`config.mk`:
```
export PLATFORM = sky130hd
export DESIGN_NAME = adc_scan_fifo_sequencer
export DESIGN_NICKNAME = d
export VERILOG_FILES = /design/src/adc_seq_pkg.sv /design/src/adc_scan_fifo_sequencer.sv /design/src/pin_sync.sv /design/src/byte_fifo.sv
export VERILOG_INCLUDE_DIRS = /design/src /design/src/src
export SDC_FILE = /design/constraint.sdc
export NUM_CORES = 1
export LEC_CHECK = 0
export BUFFER_PORTS_ARGS = -buffer_cell sky130_fd_sc_hd__clkbuf_2
export CORE_MARGIN = 2
export CORE_UTILIZATION = 60
export DETAILED_ROUTE_END_ITERATION = 6
export PLACE_DENSITY = 0.77
export SLEW_MARGIN = 0
export SYNTH_ARGS = -nofsm -noshare
export SYNTH_HDL_FRONTEND = slang
export SYNTH_SLANG_ARGS = --single-unit
```
`constraint.sdc`:
```
create_clock -name clock_in -period 5 [get_ports clock_in]
set_input_delay 0.75 -clock clock_in [delete_from_list [all_inputs] [get_ports clock_in]]
set_output_delay 0.75 -clock clock_in [all_outputs]
set_load 0.02 [all_outputs]
```
`src/adc_seq_params.svh`:
```
// register indexes, field positions and sizes of the acquisition sequencer
`ifndef ADC_SEQ_PARAMS_SVH
`define ADC_SEQ_PARAMS_SVH

// register indexes; the byte address is four times the index
`define IDX_DATA_LO 6'h00
`define IDX_DATA_HI 6'h01
`define IDX_CHAN 6'h02
`define IDX_STATUS 6'h03
`define IDX_CTRL 6'h04
`define IDX_THRESH 6'h05
`define IDX_DEPTH 6'h06

// field positions
`define BIT_FIFO_CLEAR 0
`define BIT_SCAN 2
`define BIT_OVF 6
`define BIT_BUSY 7
`define BIT_IE 0
`define BIT_TSEL 4

// sizes and reset values
`define FIFO_ENTRIES 96
`define FIFO_AW 7
`define FIFO_LAST 7'h5F
`define THRESH_W 6
`define CHAN_RESET 8'h00
`define THRESH_RESET 6'h00
`define RESP_OKAY 2'h0
`define RESP_SLVERR 2'h2

`endif

```
`src/adc_seq_pkg.sv`:
```
// types shared by the acquisition sequencer files
package adc_seq_pkg;

   typedef struct packed {
      logic [3:0] high;
      logic [3:0] low;
   } chan_range_t;

   typedef struct packed {
      logic trigger_source_select;
      logic acq_interrupt_enable;
      logic scan_enable_bit;
   } ctrl_t;

   typedef struct packed {
      logic conv_done;
      logic [15:0] conv_data;
      logic timer_trig;
      logic ext_trig;
   } pins_t;

   typedef enum logic [5:0] {
      ST_IDLE = 6'b000001,
      ST_ARM = 6'b000010,
      ST_WAIT = 6'b000100,
      ST_PUSH_LO = 6'b001000,
      ST_PUSH_HI = 6'b010000,
      ST_STEP = 6'b100000
   } seq_state_t;

endpackage : adc_seq_pkg

```
`src/adc_scan_fifo_sequencer.sv`:
```
// converter sequencer with scan, trigger select, sample fifo and AXI4-Lite registers
`timescale 1ns/1ps
`default_nettype none
`include "adc_seq_params.svh"
module adc_scan_fifo_sequencer (
   input wire logic clock_in,
   input wire logic arst_n_in,
   input wire logic [7:0] s_axi_awaddr,
   input wire logic s_axi_awvalid,
   output logic s_axi_awready,
   input wire logic [31:0] s_axi_wdata,
   input wire logic [3:0] s_axi_wstrb,
   input wire logic s_axi_wvalid,
   output logic s_axi_wready,
   output logic [1:0] s_axi_bresp,
   output logic s_axi_bvalid,
   input wire logic s_axi_bready,
   input wire logic [7:0] s_axi_araddr,
   input wire logic s_axi_arvalid,
   output logic s_axi_arready,
   output logic [31:0] s_axi_rdata,
   output logic [1:0] s_axi_rresp,
   output logic s_axi_rvalid,
   input wire logic s_axi_rready,
   input wire logic timer_trig_in,
   input wire logic ext_trig_in,
   input wire logic conv_done_in,
   input wire logic [15:0] conv_data_in,
   output logic conv_start_out,
   output logic [3:0] conv_channel_out,
   output logic irq_out
);
   // ************************************************************
   // declarations
   // ************************************************************
   adc_seq_pkg::pins_t pins_raw;
   adc_seq_pkg::pins_t pins_s;
   adc_seq_pkg::ctrl_t ctrl_reg;
   adc_seq_pkg::chan_range_t range_reg;
   adc_seq_pkg::seq_state_t state_reg;
   adc_seq_pkg::seq_state_t state_next;
   logic [`THRESH_W-1:0] thresh_reg;
   logic [15:0] sample_reg;
   logic ovf_reg;
   logic trig_sel_prev_reg;
   logic [5:0] aw_idx_reg;
   logic aw_ok_reg;
   logic [7:0] w_byte_reg;
   logic w_lane_reg;
   logic [5:0] wr_idx;
   logic do_write;
   logic wr_clear;
   logic sw_trig;
   logic trig_sel_level;
   logic hw_trig;
   logic start_cycle;
   logic accept_sample;
   logic fifo_push;
   logic [7:0] fifo_push_data;
   logic fifo_pop;
   logic [7:0] fifo_head;
   logic [`FIFO_AW-1:0] fifo_count;
   logic [5:0] fill_samples;
   logic ar_take;
   logic [5:0] ar_idx;
   logic [31:0] rd_word;
   logic rd_ok;

   function automatic logic [5:0] addr_idx(input logic [7:0] a);
      addr_idx = a[7:2];
   endfunction : addr_idx

   function automatic logic idx_mapped(input logic [5:0] i);
      idx_mapped = (i <= `IDX_DEPTH);
   endfunction : idx_mapped

   // ************************************************************
   // pin synchronisers
   // ************************************************************
   assign pins_raw = '{conv_done: conv_done_in, conv_data: conv_data_in,
                       timer_trig: timer_trig_in, ext_trig: ext_trig_in};

   pin_sync #(.W($bits(adc_seq_pkg::pins_t))) u_pin_sync (
      .clock_in(clock_in),
      .arst_n_in(arst_n_in),
      .d_in(pins_raw),
      .q_out(pins_s)
   );

   // ************************************************************
   // sample fifo
   // ************************************************************
   byte_fifo u_fifo (
      .clock_in(clock_in),
      .arst_n_in(arst_n_in),
      .clear_in(wr_clear),
      .push_in(fifo_push),
      .push_data_in(fifo_push_data),
      .pop_in(fifo_pop),
      .head_out(fifo_head),
      .count_out(fifo_count)
   );

   assign fill_samples = fifo_count[`FIFO_AW-1:1];

   // ************************************************************
   // AXI4-Lite write channel
   // ************************************************************
   assign wr_idx = aw_idx_reg;
   assign do_write = !s_axi_awready && !s_axi_wready && !s_axi_bvalid;
   assign wr_clear = do_write && aw_ok_reg && w_lane_reg && (wr_idx == `IDX_DATA_HI)
                     && w_byte_reg[`BIT_FIFO_CLEAR];
   assign sw_trig = do_write && aw_ok_reg && (wr_idx == `IDX_DATA_LO)
                    && !ctrl_reg.acq_interrupt_enable;

   always_ff @(posedge clock_in or negedge arst_n_in) begin
      if (!arst_n_in) begin
         s_axi_awready <= 1'b1;
         aw_idx_reg <= '0;
         aw_ok_reg <= 1'b0;
      end else if (s_axi_awvalid && s_axi_awready) begin
         s_axi_awready <= 1'b0;
         aw_idx_reg <= addr_idx(s_axi_awaddr);
         aw_ok_reg <= idx_mapped(addr_idx(s_axi_awaddr));
      end else if (s_axi_bvalid && s_axi_bready) begin
         s_axi_awready <= 1'b1;
      end
   end

   always_ff @(posedge clock_in or negedge arst_n_in) begin
      if (!arst_n_in) begin
         s_axi_wready <= 1'b1;
         w_byte_reg <= '0;
         w_lane_reg <= 1'b0;
      end else if (s_axi_wvalid && s_axi_wready) begin
         s_axi_wready <= 1'b0;
         w_byte_reg <= s_axi_wdata[7:0];
         w_lane_reg <= s_axi_wstrb[0];
      end else if (s_axi_bvalid && s_axi_bready) begin
         s_axi_wready <= 1'b1;
      end
   end

   always_ff @(posedge clock_in or negedge arst_n_in) begin
      if (!arst_n_in) begin
         s_axi_bvalid <= 1'b0;
         s_axi_bresp <= `RESP_OKAY;
      end else if (do_write) begin
         s_axi_bvalid <= 1'b1;
         s_axi_bresp <= aw_ok_reg ? `RESP_OKAY : `RESP_SLVERR;
      end else if (s_axi_bready) begin
         s_axi_bvalid <= 1'b0;
      end
   end

   // ************************************************************
   // control registers
   // ************************************************************
   always_ff @(posedge clock_in or negedge arst_n_in) begin
      if (!arst_n_in) begin
         ctrl_reg <= '0;
      end else if (do_write && aw_ok_reg && w_lane_reg) begin
         if (wr_idx == `IDX_STATUS) begin
            ctrl_reg.scan_enable_bit <= w_byte_reg[`BIT_SCAN];
         end
         if (wr_idx == `IDX_CTRL) begin
            ctrl_reg.acq_interrupt_enable <= w_byte_reg[`BIT_IE];
            ctrl_reg.trigger_source_select <= w_byte_reg[`BIT_TSEL];
         end
      end
   end

   always_ff @(posedge clock_in or negedge arst_n_in) begin
      if (!arst_n_in) begin
         range_reg <= `CHAN_RESET;
      end else if (do_write && aw_ok_reg && w_lane_reg && (wr_idx == `IDX_CHAN)) begin
         range_reg <= w_byte_reg;
      end
   end

   always_ff @(posedge clock_in or negedge arst_n_in) begin
      if (!arst_n_in) begin
         thresh_reg <= `THRESH_RESET;
      end else if (do_write && aw_ok_reg && w_lane_reg && (wr_idx == `IDX_THRESH)) begin
         thresh_reg <= w_byte_reg[`THRESH_W-1:0];
      end
   end

   // ************************************************************
   // trigger selection
   // ************************************************************
   assign trig_sel_level = ctrl_reg.trigger_source_select ? pins_s.ext_trig : pins_s.timer_trig;

   always_ff @(posedge clock_in or negedge arst_n_in) begin
      if (!arst_n_in) begin
         trig_sel_prev_reg <= 1'b0;
      end else begin
         trig_sel_prev_reg <= trig_sel_level;
      end
   end

   assign hw_trig = ctrl_reg.acq_interrupt_enable && trig_sel_level && !trig_sel_prev_reg;
   assign start_cycle = (state_reg == adc_seq_pkg::ST_IDLE) && (sw_trig || hw_trig);

   // ************************************************************
   // conversion sequencer
   // ************************************************************
   assign accept_sample = !ovf_reg && (fifo_count <= 7'(`FIFO_ENTRIES - 2));

   always_comb begin
      state_next = state_reg;
      unique case (state_reg)
         adc_seq_pkg::ST_IDLE: begin
            if (start_cycle) begin
               state_next = adc_seq_pkg::ST_ARM;
            end
         end
         adc_seq_pkg::ST_ARM: begin
            if (!pins_s.conv_done) begin
               state_next = adc_seq_pkg::ST_WAIT;
            end
         end
         adc_seq_pkg::ST_WAIT: begin
            if (pins_s.conv_done) begin
               state_next = adc_seq_pkg::ST_PUSH_LO;
            end
         end
         adc_seq_pkg::ST_PUSH_LO: begin
            state_next = accept_sample ? adc_seq_pkg::ST_PUSH_HI : adc_seq_pkg::ST_STEP;
         end
         adc_seq_pkg::ST_PUSH_HI: begin
            state_next = adc_seq_pkg::ST_STEP;
         end
         adc_seq_pkg::ST_STEP: begin
            if (ctrl_reg.scan_enable_bit && (conv_channel_out != range_reg.high)) begin
               state_next = adc_seq_pkg::ST_ARM;
            end else begin
               state_next = adc_seq_pkg::ST_IDLE;
            end
         end
         default: begin
            state_next = adc_seq_pkg::ST_IDLE;
         end
      endcase
   end

   always_ff @(posedge clock_in or negedge arst_n_in) begin
      if (!arst_n_in) begin
         state_reg <= adc_seq_pkg::ST_IDLE;
      end else begin
         state_reg <= state_next;
      end
   end

   always_ff @(posedge clock_in or negedge arst_n_in) begin
      if (!arst_n_in) begin
         conv_start_out <= 1'b0;
      end else if (state_reg == adc_seq_pkg::ST_ARM && !pins_s.conv_done) begin
         conv_start_out <= 1'b1;
      end else if (state_reg == adc_seq_pkg::ST_WAIT && pins_s.conv_done) begin
         conv_start_out <= 1'b0;
      end
   end

   always_ff @(posedge clock_in or negedge arst_n_in) begin
      if (!arst_n_in) begin
         sample_reg <= '0;
      end else if (state_reg == adc_seq_pkg::ST_WAIT && pins_s.conv_done) begin
         sample_reg <= pins_s.conv_data;
      end
   end

   // current channel, stepped after each conversion
   always_ff @(posedge clock_in or negedge arst_n_in) begin
      if (!arst_n_in) begin
         conv_channel_out <= '0;
      end else if (do_write && aw_ok_reg && w_lane_reg && (wr_idx == `IDX_CHAN)) begin
         conv_channel_out <= w_byte_reg[3:0];
      end else if (state_reg == adc_seq_pkg::ST_STEP) begin
         if (conv_channel_out == range_reg.high) begin
            conv_channel_out <= range_reg.low;
         end else begin
            conv_channel_out <= conv_channel_out + 4'h1;
         end
      end
   end

   // ************************************************************
   // fifo feed and overflow
   // ************************************************************
   assign fifo_push = ((state_reg == adc_seq_pkg::ST_PUSH_LO) && accept_sample)
                      || (state_reg == adc_seq_pkg::ST_PUSH_HI);
   assign fifo_push_data = (state_reg == adc_seq_pkg::ST_PUSH_HI) ? sample_reg[15:8]
                                                                  : sample_reg[7:0];

   always_ff @(posedge clock_in or negedge arst_n_in) begin
      if (!arst_n_in) begin
         ovf_reg <= 1'b0;
      end else if (state_reg == adc_seq_pkg::ST_PUSH_LO && !accept_sample) begin
         ovf_reg <= 1'b1;
      end else if (wr_clear) begin
         ovf_reg <= 1'b0;
      end
   end

   // ************************************************************
   // interrupt request
   // ************************************************************
   always_ff @(posedge clock_in or negedge arst_n_in) begin
      if (!arst_n_in) begin
         irq_out <= 1'b0;
      end else begin
         irq_out <= ctrl_reg.acq_interrupt_enable && (thresh_reg != '0)
                    && (fill_samples >= thresh_reg);
      end
   end

   // ************************************************************
   // AXI4-Lite read channel
   // ************************************************************
   assign ar_take = s_axi_arvalid && s_axi_arready;
   assign ar_idx = addr_idx(s_axi_araddr);
   assign fifo_pop = ar_take && ((ar_idx == `IDX_DATA_LO) || (ar_idx == `IDX_DATA_HI));

   always_comb begin
      rd_word = '0;
      rd_ok = 1'b1;
      unique case (ar_idx)
         `IDX_DATA_LO, `IDX_DATA_HI: begin
            rd_word[7:0] = fifo_head;
         end
         `IDX_CHAN: begin
            rd_word[7:0] = range_reg;
         end
         `IDX_STATUS: begin
            rd_word[`BIT_BUSY] = (state_reg != adc_seq_pkg::ST_IDLE);
            rd_word[`BIT_OVF] = ovf_reg;
            rd_word[`BIT_SCAN] = ctrl_reg.scan_enable_bit;
         end
         `IDX_CTRL: begin
            rd_word[`BIT_IE] = ctrl_reg.acq_interrupt_enable;
            rd_word[`BIT_TSEL] = ctrl_reg.trigger_source_select;
         end
         `IDX_THRESH: begin
            rd_word[`THRESH_W-1:0] = thresh_reg;
         end
         `IDX_DEPTH: begin
            rd_word[`FIFO_AW-1:0] = fifo_count;
         end
         default: begin
            rd_ok = 1'b0;
         end
      endcase
   end

   always_ff @(posedge clock_in or negedge arst_n_in) begin
      if (!arst_n_in) begin
         s_axi_arready <= 1'b1;
         s_axi_rvalid <= 1'b0;
         s_axi_rdata <= '0;
         s_axi_rresp <= `RESP_OKAY;
      end else if (ar_take) begin
         s_axi_arready <= 1'b0;
         s_axi_rvalid <= 1'b1;
         s_axi_rdata <= rd_word;
         s_axi_rresp <= rd_ok ? `RESP_OKAY : `RESP_SLVERR;
      end else if (s_axi_rvalid && s_axi_rready) begin
         s_axi_arready <= 1'b1;
         s_axi_rvalid <= 1'b0;
      end
   end
endmodule : adc_scan_fifo_sequencer
`default_nettype wire

```
`src/pin_sync.sv`:
```
// two flip-flop synchroniser for pin inputs
`timescale 1ns/1ps
`default_nettype none
module pin_sync #(
   parameter int W = 1
) (
   input wire logic clock_in,
   input wire logic arst_n_in,
   input wire logic [W-1:0] d_in,
   output logic [W-1:0] q_out
);
   logic [W-1:0] meta_reg;

   always_ff @(posedge clock_in or negedge arst_n_in) begin
      if (!arst_n_in) begin
         meta_reg <= '0;
         q_out <= '0;
      end else begin
         meta_reg <= d_in;
         q_out <= meta_reg;
      end
   end
endmodule : pin_sync
`default_nettype wire

```
`src/byte_fifo.sv`:
```
// byte-wide sample store with fill count
`timescale 1ns/1ps
`default_nettype none
`include "adc_seq_params.svh"
module byte_fifo (
   input wire logic clock_in,
   input wire logic arst_n_in,
   input wire logic clear_in,
   input wire logic push_in,
   input wire logic [7:0] push_data_in,
   input wire logic pop_in,
   output logic [7:0] head_out,
   output logic [`FIFO_AW-1:0] count_out
);
   logic [7:0] mem [0:`FIFO_ENTRIES-1];
   logic [`FIFO_AW-1:0] wr_ptr_reg;
   logic [`FIFO_AW-1:0] rd_ptr_reg;
   logic [`FIFO_AW-1:0] count_reg;
   logic do_push;
   logic do_pop;

   function automatic logic [`FIFO_AW-1:0] ptr_inc(input logic [`FIFO_AW-1:0] p);
      ptr_inc = (p == `FIFO_LAST) ? '0 : p + 7'h01;
   endfunction : ptr_inc

   assign do_push = push_in && (count_reg != 7'(`FIFO_ENTRIES));
   assign do_pop = pop_in && (count_reg != '0);
   assign head_out = mem[rd_ptr_reg];
   assign count_out = count_reg;

   always_ff @(posedge clock_in) begin
      if (do_push) begin
         mem[wr_ptr_reg] <= push_data_in;
      end
   end

   always_ff @(posedge clock_in or negedge arst_n_in) begin
      if (!arst_n_in) begin
         wr_ptr_reg <= '0;
         rd_ptr_reg <= '0;
         count_reg <= '0;
      end else if (clear_in) begin
         wr_ptr_reg <= '0;
         rd_ptr_reg <= '0;
         count_reg <= '0;
      end else begin
         if (do_push) begin
            wr_ptr_reg <= ptr_inc(wr_ptr_reg);
         end
         if (do_pop) begin
            rd_ptr_reg <= ptr_inc(rd_ptr_reg);
         end
         if (do_push && !do_pop) begin
            count_reg <= count_reg + 7'h01;
         end else if (do_pop && !do_push) begin
            count_reg <= count_reg - 7'h01;
         end
      end
   end
endmodule : byte_fifo
`default_nettype wire

```
==> results of run 1 <==
==> cell usage in the layout, fill, tap and decap left out, drive strengths merged, types with 21 or more instances in the layout <==
cell,count
nand2,126
o22ai,32
buf,105
nor2,147
conb,26
o21ai,49
dfrtp,133
clkinv,35
a21oi,40
edfxtp,768
mux2,29
mux4,154
mux2i,127
clkbuf,175
nand3,21
a211oi,45
inv,24
==> cells in the mapped netlist (4+ instances only) <==
master	number	area [um2]
a211oi_1	44	330
a21o_1	8	60.1
a21oi_1	40	200
a22o_1	10	87.6
a22oi_1	14	105
and3_1	5	31.3
buf_1	5	18.8
buf_2	16	80.1
buf_4	40	300
buf_6	12	135
clkbuf_1	52	195
dfrtp_1	133	3330
dfstp_2	4	105
edfxtp_1	768	23100
ha_1	16	200
inv_1	21	78.8
mux2_2	29	327
mux2i_1	127	1270
mux4_1	13	342
mux4_2	141	3180
nand2_1	126	473
nand2b_1	13	81.3
nand3_1	21	105
nand3b_1	4	30.0
nand4_1	9	56.3
nand4b_1	6	52.6
nor2_1	147	552
nor2b_1	11	68.8
nor3_1	13	65.1
o21ai_0	43	215
o21ai_1	6	30.0
o221ai_1	16	140
o22ai_1	32	200
or3_1	6	37.5
xnor2_1	6	52.6
xor2_1	7	61.3
==> report_power, final <==
part           leakage (nW)  switching (W)  internal [W]  total (W)
Clock                  1.46        0.00286       0.00405    0.00690
Sequential             7.04       0.000141       0.00821    0.00835
Combinational          3.22       0.000373      0.000332   0.000705
Total                  11.7        0.00337        0.0126     0.0160
==> routing by layer <==
metal  GRT usage  routed length, um
met1       0.358              31600
met5           0                  0
met4       0.106               3100
met3      0.0529               7270
met2       0.420              38900
==> worst max path at each step <==
stage                                 endpoint  slack, ns  cells past startpoint
2_1_floorplan  u_fifo.count_out[6]$_DFFE_PN0P_        1.0                     14
3_3_place_gp   u_fifo.count_out[6]$_DFFE_PN0P_       0.59                     15
3_5_place_dp   u_fifo.count_out[6]$_DFFE_PN0P_       0.49                     15
4_1_cts        u_fifo.count_out[6]$_DFFE_PN0P_       0.78                     14
5_1_grt        u_fifo.count_out[6]$_DFFE_PN0P_       0.43                     14
6_report       u_fifo.count_out[6]$_DFFE_PN0P_       0.72                     14
==> cell type report <==
type                    count  area, um2  area share
flip-flops and latches    905      26500       0.652
multi-input cells         981       8880       0.218
clock buffers             109       2350      0.0578
repair buffers            171       1180      0.0291
well taps                 773        967      0.0238
clock inverters            55        692      0.0170
inverters                  23       86.3     0.00212
diodes                      1       2.50   0.0000615
==> logic make-up after synthesis <==
logic type      after synthesis
fa+ha+maj                    17
mux                         310
compound gates              242
flops                       905
simple gates                373
buf+inv                     152
xor+xnor                     13
other cells                   1
==> stage by stage <==
| step | hold WS [ns] | util | setup slack, ns |
|---|---|---|---|
| 3_3_place_gp | 0.335 | 0.635 | 0.590 |
| 6_report | 0.197 | 0.687 | 0.716 |
| 3_5_place_dp | 0.335 | 0.635 | 0.494 |
| 4_1_cts | 0.182 | 0.687 | 0.777 |
| 2_1_floorplan | 0.331 | - | 0.998 |
| 5_1_grt | 0.201 | 0.687 | 0.431 |
==> worst max-delay path, delay by kind of cell, from the launching register on <==
| kind | cells | cell delay (ns) |
|---|---|---|
| AO/OA/AOI/OAI | 5 | 1.28 |
| AND/OR/NAND/NOR | 4 | 1.14 |
| flip-flops | 1 | 0.46 |
| adder cells (fa/ha/maj) | 2 | 0.68 |
| multiplexers | 1 | 0.11 |
| buffers and inverters | 2 | 0.51 |
==> results.sh, run 1 <==
export IMPL_status="finished, final reports clean"
export IMPL_synth_distinct_cells=68
export IMPL_die_h_um=249
export IMPL_dp_cells=2853
export IMPL_worst_setup_path_start_kind="register"
export IMPL_vias_per_cell=6.45
export IMPL_numCtsBuffers=88
export IMPL_avgSynthCellArea_um2=17.9
export IMPL_yosysWarnings=0
export IMPL_end_kind="register"
export IMPL_synth_cell_area_um2=36100
export IMPL_core_area_um2=59200
export IMPL_die_w_um=249
export IMPL_finClkSkew_ns=0.0331
export IMPL_synth_compound_area_share=0.0452
export IMPL_r2r_start="state_reg[2]$_DFFE_PN0P_"
export IMPL_reg2reg_depth=14
export IMPL_vias=19500
export IMPL_dpl_hpwl_mm=48.0
export IMPL_routed_wl_mm=80.9
export IMPL_hold_buffers=0
export IMPL_final_setup_viol_count=0
export IMPL_antenna_left=0
export IMPL_drtPass1Iterations=7
export IMPL_synth_xor_xnor_area_share=0.00315
export IMPL_largest_reg_flops=768
export IMPL_syn_inst=2013
export IMPL_max_cap_viol_count=0
export IMPL_slew_violations=0
export IMPL_rows=89
export IMPL_cp_cell_sequence="nor2_1 -> nand4b_1 -> inv_2 -> o21a_1 -> ha_1 -> inv_1 -> ha_1 -> nor2b_1 -> o21ai_0 -> a21boi_0 -> o21a_1 -> or3_1 -> a21o_1 -> mux2i_1"
export IMPL_setup_tns_ns=0
export IMPL_clk_path_buf_depth=3
export IMPL_cpPeakStageDelay_ns=0.49
export IMPL_seq_area_frac_synth=0.734
export IMPL_clk_latency_ns=0.67
export IMPL_path_clk_slew_ns=0.06
export IMPL_r2r_end="u_fifo.count_out[6]$_DFFE_PN0P_"
export IMPL_antenna_found_initial=1
export IMPL_root_buffer="clkbuf_16"
export IMPL_period_needed_ns=4.28
export IMPL_max_slew_worst_pin_slew_ns=1.21
export IMPL_gp_congestion=0.910
export IMPL_drc=0
export IMPL_drive_gt1_frac=0.220
export IMPL_htree_levels=3
export IMPL_synth_simple_gate_area_frac=0.0455
export IMPL_crit_start="state_reg[2]$_DFFE_PN0P_"
export IMPL_port_buffer_count=67
export IMPL_async_reset_ff_frac=0.151
export IMPL_instances_no_fill=3018
export IMPL_grt_pass1_vias=19600
export IMPL_synth_top_family_by_area="multiplexers"
export IMPL_power_leakage_nw=11.7
export IMPL_wl_per_cell_um=26.8
export IMPL_p_total_w=0.0160
export IMPL_rsz0062_at_grt="false"
export IMPL_p_per_area_nw_per_um2=392
export IMPL_crit_arrival_ns=4.81
export IMPL_cts_repair_resized=0
export IMPL_hold_path_class="input pin to asynchronous set/reset pin"
export IMPL_cp_required_ns=5.52
export IMPL_track_usage=0.262
export IMPL_cp_max_fo=14
export IMPL_finalCritPeriodShare=0.857
export IMPL_grt_overflow=0
export IMPL_ir_drop_mv=0.256
export IMPL_fin_nets=2265
export IMPL_synthMuxAreaShare=0.142
export IMPL_grt_max_degree=101
export IMPL_die_area_um2=62200
export IMPL_maxSlewHeadroom=0.190
export IMPL_drt_iter0_drc=2224
export IMPL_io_pins=125
export IMPL_area_delta_synth_final_pct=12.6
export IMPL_hold_viol=0
export IMPL_cts_setup_buffers=0
export IMPL_fillers=3614
export IMPL_synth_ff_type="edfxtp_1"
export IMPL_slowest_stage="o21a_1"
export IMPL_cts_tree="built"
export IMPL_crit_type="register to register"
export IMPL_synth_edf_count=768
export IMPL_reg2reg_slack_ns=0.72
export IMPL_synth_seq_cells=905
export IMPL_fmax_mhz=233
export IMPL_final_area_um2=40700
export IMPL_grt_first_pass_wirelength_mm=122
export IMPL_dpl_instance_area_um2=37600
export IMPL_cts_sinks=905
export IMPL_start_util=0.610
export IMPL_synth_fa_ha_area_frac=0.00610
Note: power is estimated with default switching activity, not from simulation.
==> run 2: changes to the inputs <==
==> constraint.sdc (replaced) <==
create_clock -name clock_in -period 5.3 [get_ports clock_in]
set_input_delay 0.795 -clock clock_in [delete_from_list [all_inputs] [get_ports clock_in]]
set_output_delay 0.795 -clock clock_in [all_outputs]
set_load 0.02 [all_outputs]
==> results.sh, run 2 (same netlist as run 1, synthesis figures left out) <==
export IMPL_status="finished, final reports clean"
export IMPL_cts_repair_resized=0
export IMPL_grt_first_pass_wirelength_mm=123
export IMPL_largest_reg_flops=768
export IMPL_start_util=0.610
export IMPL_drc=0
export IMPL_vias_per_cell=6.53
export IMPL_fin_ws_ns=1.01
export IMPL_clk_path_buf_depth=3
export IMPL_finalCritPeriodShare=0.809
export IMPL_cts_setup_buffers=0
export IMPL_core_area_um2=59200
export IMPL_slew_violations=0
export IMPL_period_needed_ns=4.29
export IMPL_fillers=3617
export IMPL_gp_congestion=0.887
export IMPL_layout_commonest_cell="edfxtp_1"
export IMPL_maxSlewHeadroom=0.179
export IMPL_die_h_um=249
export IMPL_multi_input_area_um2=8880
export IMPL_drtPass1Iterations=6
export IMPL_routed_wl_mm=81.3
export IMPL_fin_nets=2253
export IMPL_max_cap_viol_count=0
export IMPL_crit_type="register to register"
export IMPL_rsz0062_at_grt="false"
export IMPL_max_slew_worst_pin_slew_ns=1.23
export IMPL_dpl_hpwl_mm=48.2
export IMPL_most_common_layout_cells="edfxtp_1, nor2_1, mux4_2"
export IMPL_clk_latency_ns=0.64
export IMPL_dpl_worst_slack_ns=0.767
export IMPL_antenna_left=0
export IMPL_path_clk_slew_ns=0.06
export IMPL_antenna_found_initial=2
export IMPL_cp_cell_sequence="nor2_1 -> nand4b_1 -> inv_2 -> o21a_1 -> ha_1 -> inv_1 -> ha_1 -> nor2b_1 -> o21ai_0 -> a21boi_0 -> o21a_1 -> or3_1 -> a21o_1 -> mux2i_1"
export IMPL_setup_tns_ns=0
export IMPL_p_per_area_nw_per_um2=362
export IMPL_worst_setup_path_start_kind="register"
export IMPL_reg2reg_slack_ns=1.01
export IMPL_num_antenna_cells=0
export IMPL_die_area_um2=62200
export IMPL_drt_iter0_drc=2481
export IMPL_dp_cells=2841
export IMPL_io_pins=125
export IMPL_area_delta_synth_final_pct=11.7
export IMPL_end_kind="register"
export IMPL_reg2reg_depth=14
export IMPL_vias=19600
export IMPL_grt_overflow=0
export IMPL_regArea_um2=26500
export IMPL_cp_required_ns=5.80
export IMPL_port_buffer_count=67
export IMPL_ir_drop_mv=0.229
export IMPL_numCtsBuffers=88
export IMPL_track_usage=0.267
export IMPL_hold_path_class="input pin to asynchronous set/reset pin"
export IMPL_htree_levels=3
export IMPL_post_route_util=0.681
export IMPL_wl_per_cell_um=27.1
export IMPL_fmax_mhz=233
export IMPL_rows=89
export IMPL_power_leakage_nw=11.6
export IMPL_cp_max_fo=14
export IMPL_finClkSkew_ns=0.0246
export IMPL_hold_buffers=0
export IMPL_hold_viol=0
export IMPL_grt_pass1_vias=19600
export IMPL_die_w_um=249
export IMPL_drive_gt1_frac=0.211
export IMPL_cpPeakStageDelay_ns=0.51
export IMPL_root_buffer="clkbuf_16"
export IMPL_slowest_stage="o21a_1"
export IMPL_instances_no_fill=3002
export IMPL_cts_tree="built"
export IMPL_crit_arrival_ns=4.78
export IMPL_final_setup_viol_count=0
export IMPL_cts_sinks=905
export IMPL_grt_max_degree=108
==> run 2: changes by cell type in the layout (fill, tap and decap cells not counted), sizes merged <==
| cell | delta |
|---|---|
| bufinv | -6 |
| clkinv | -7 |
| clkbuf | +13 |
| clkinvlp | -3 |
| diode | -1 |
| buf | -12 |
==> run 2: cell type report <==
class,instances,area share
Tap cell,773,0.0240
Inverter,23,0.00214
Clock buffer,122,0.0600
Sequential cell,905,0.657
Clock inverter,39,0.00933
Timing Repair Buffer,159,0.0274
Multi-Input combinational cell,981,0.220
==> run 2: final timing paths <==
check,start,to
setup / recovery,state_reg[2]$_DFFE_PN0P_,u_fifo.count_out[6]$_DFFE_PN0P_
hold / removal,arst_n_in,aw_ok_reg$_DFFE_PN0P_
setup reg to reg,state_reg[2]$_DFFE_PN0P_,u_fifo.count_out[6]$_DFFE_PN0P_
hold reg to reg,u_pin_sync.meta_reg[4]$_DFF_PN0_,u_pin_sync.q_out[4]$_DFF_PN0_
max in group asynchronous,arst_n_in,u_fifo.rd_ptr_reg[1]$_DFFE_PN0P_
min in group clock_in,conv_data_in[6],u_pin_sync.meta_reg[8]$_DFF_PN0_
==> run 2: power by group <==
part	total, W	switching, W	leakage (nW)	internal [W]
logic	0.000665	0.000357	3.17	0.000308
registers	0.00788	0.000128	7.04	0.00775
clock network	0.00608	0.00254	1.36	0.00353
==> run 2: layer usage <==
| metal | GRT usage | part of all wire | vias to the layer above |
|---|---|---|---|
| met5 | 0 | 0.00038 | - |
| met4 | 0.115 | 0.039 | 4 |
| met3 | 0.0587 | 0.094 | 188 |
| met2 | 0.417 | 0.48 | 1121 |
| met1 | 0.368 | 0.39 | 10100 |
| li1 | - | - | 8235 |
==> run 2: critical path, delay by kind of cell (launching register included) <==
kind	cells	cell delay [ns]
AO/OA/AOI/OAI	5	1.27
AND/OR/NAND/NOR	4	1.12
adder cells (fa/ha/maj)	2	0.68
buffers and inverters	2	0.50
flip-flops	1	0.46
multiplexers	1	0.11
==> run 2: per-stage QoR <==
step           power [W]  hold slack [ns]  instance area, um2
2_1_floorplan    0.00854            0.331               36200
5_1_grt           0.0150            0.251               40300
6_report          0.0146            0.254               40300
3_3_place_gp     0.00866            0.334               37500
4_1_cts           0.0147            0.243               40300
3_5_place_dp     0.00869            0.335               37500
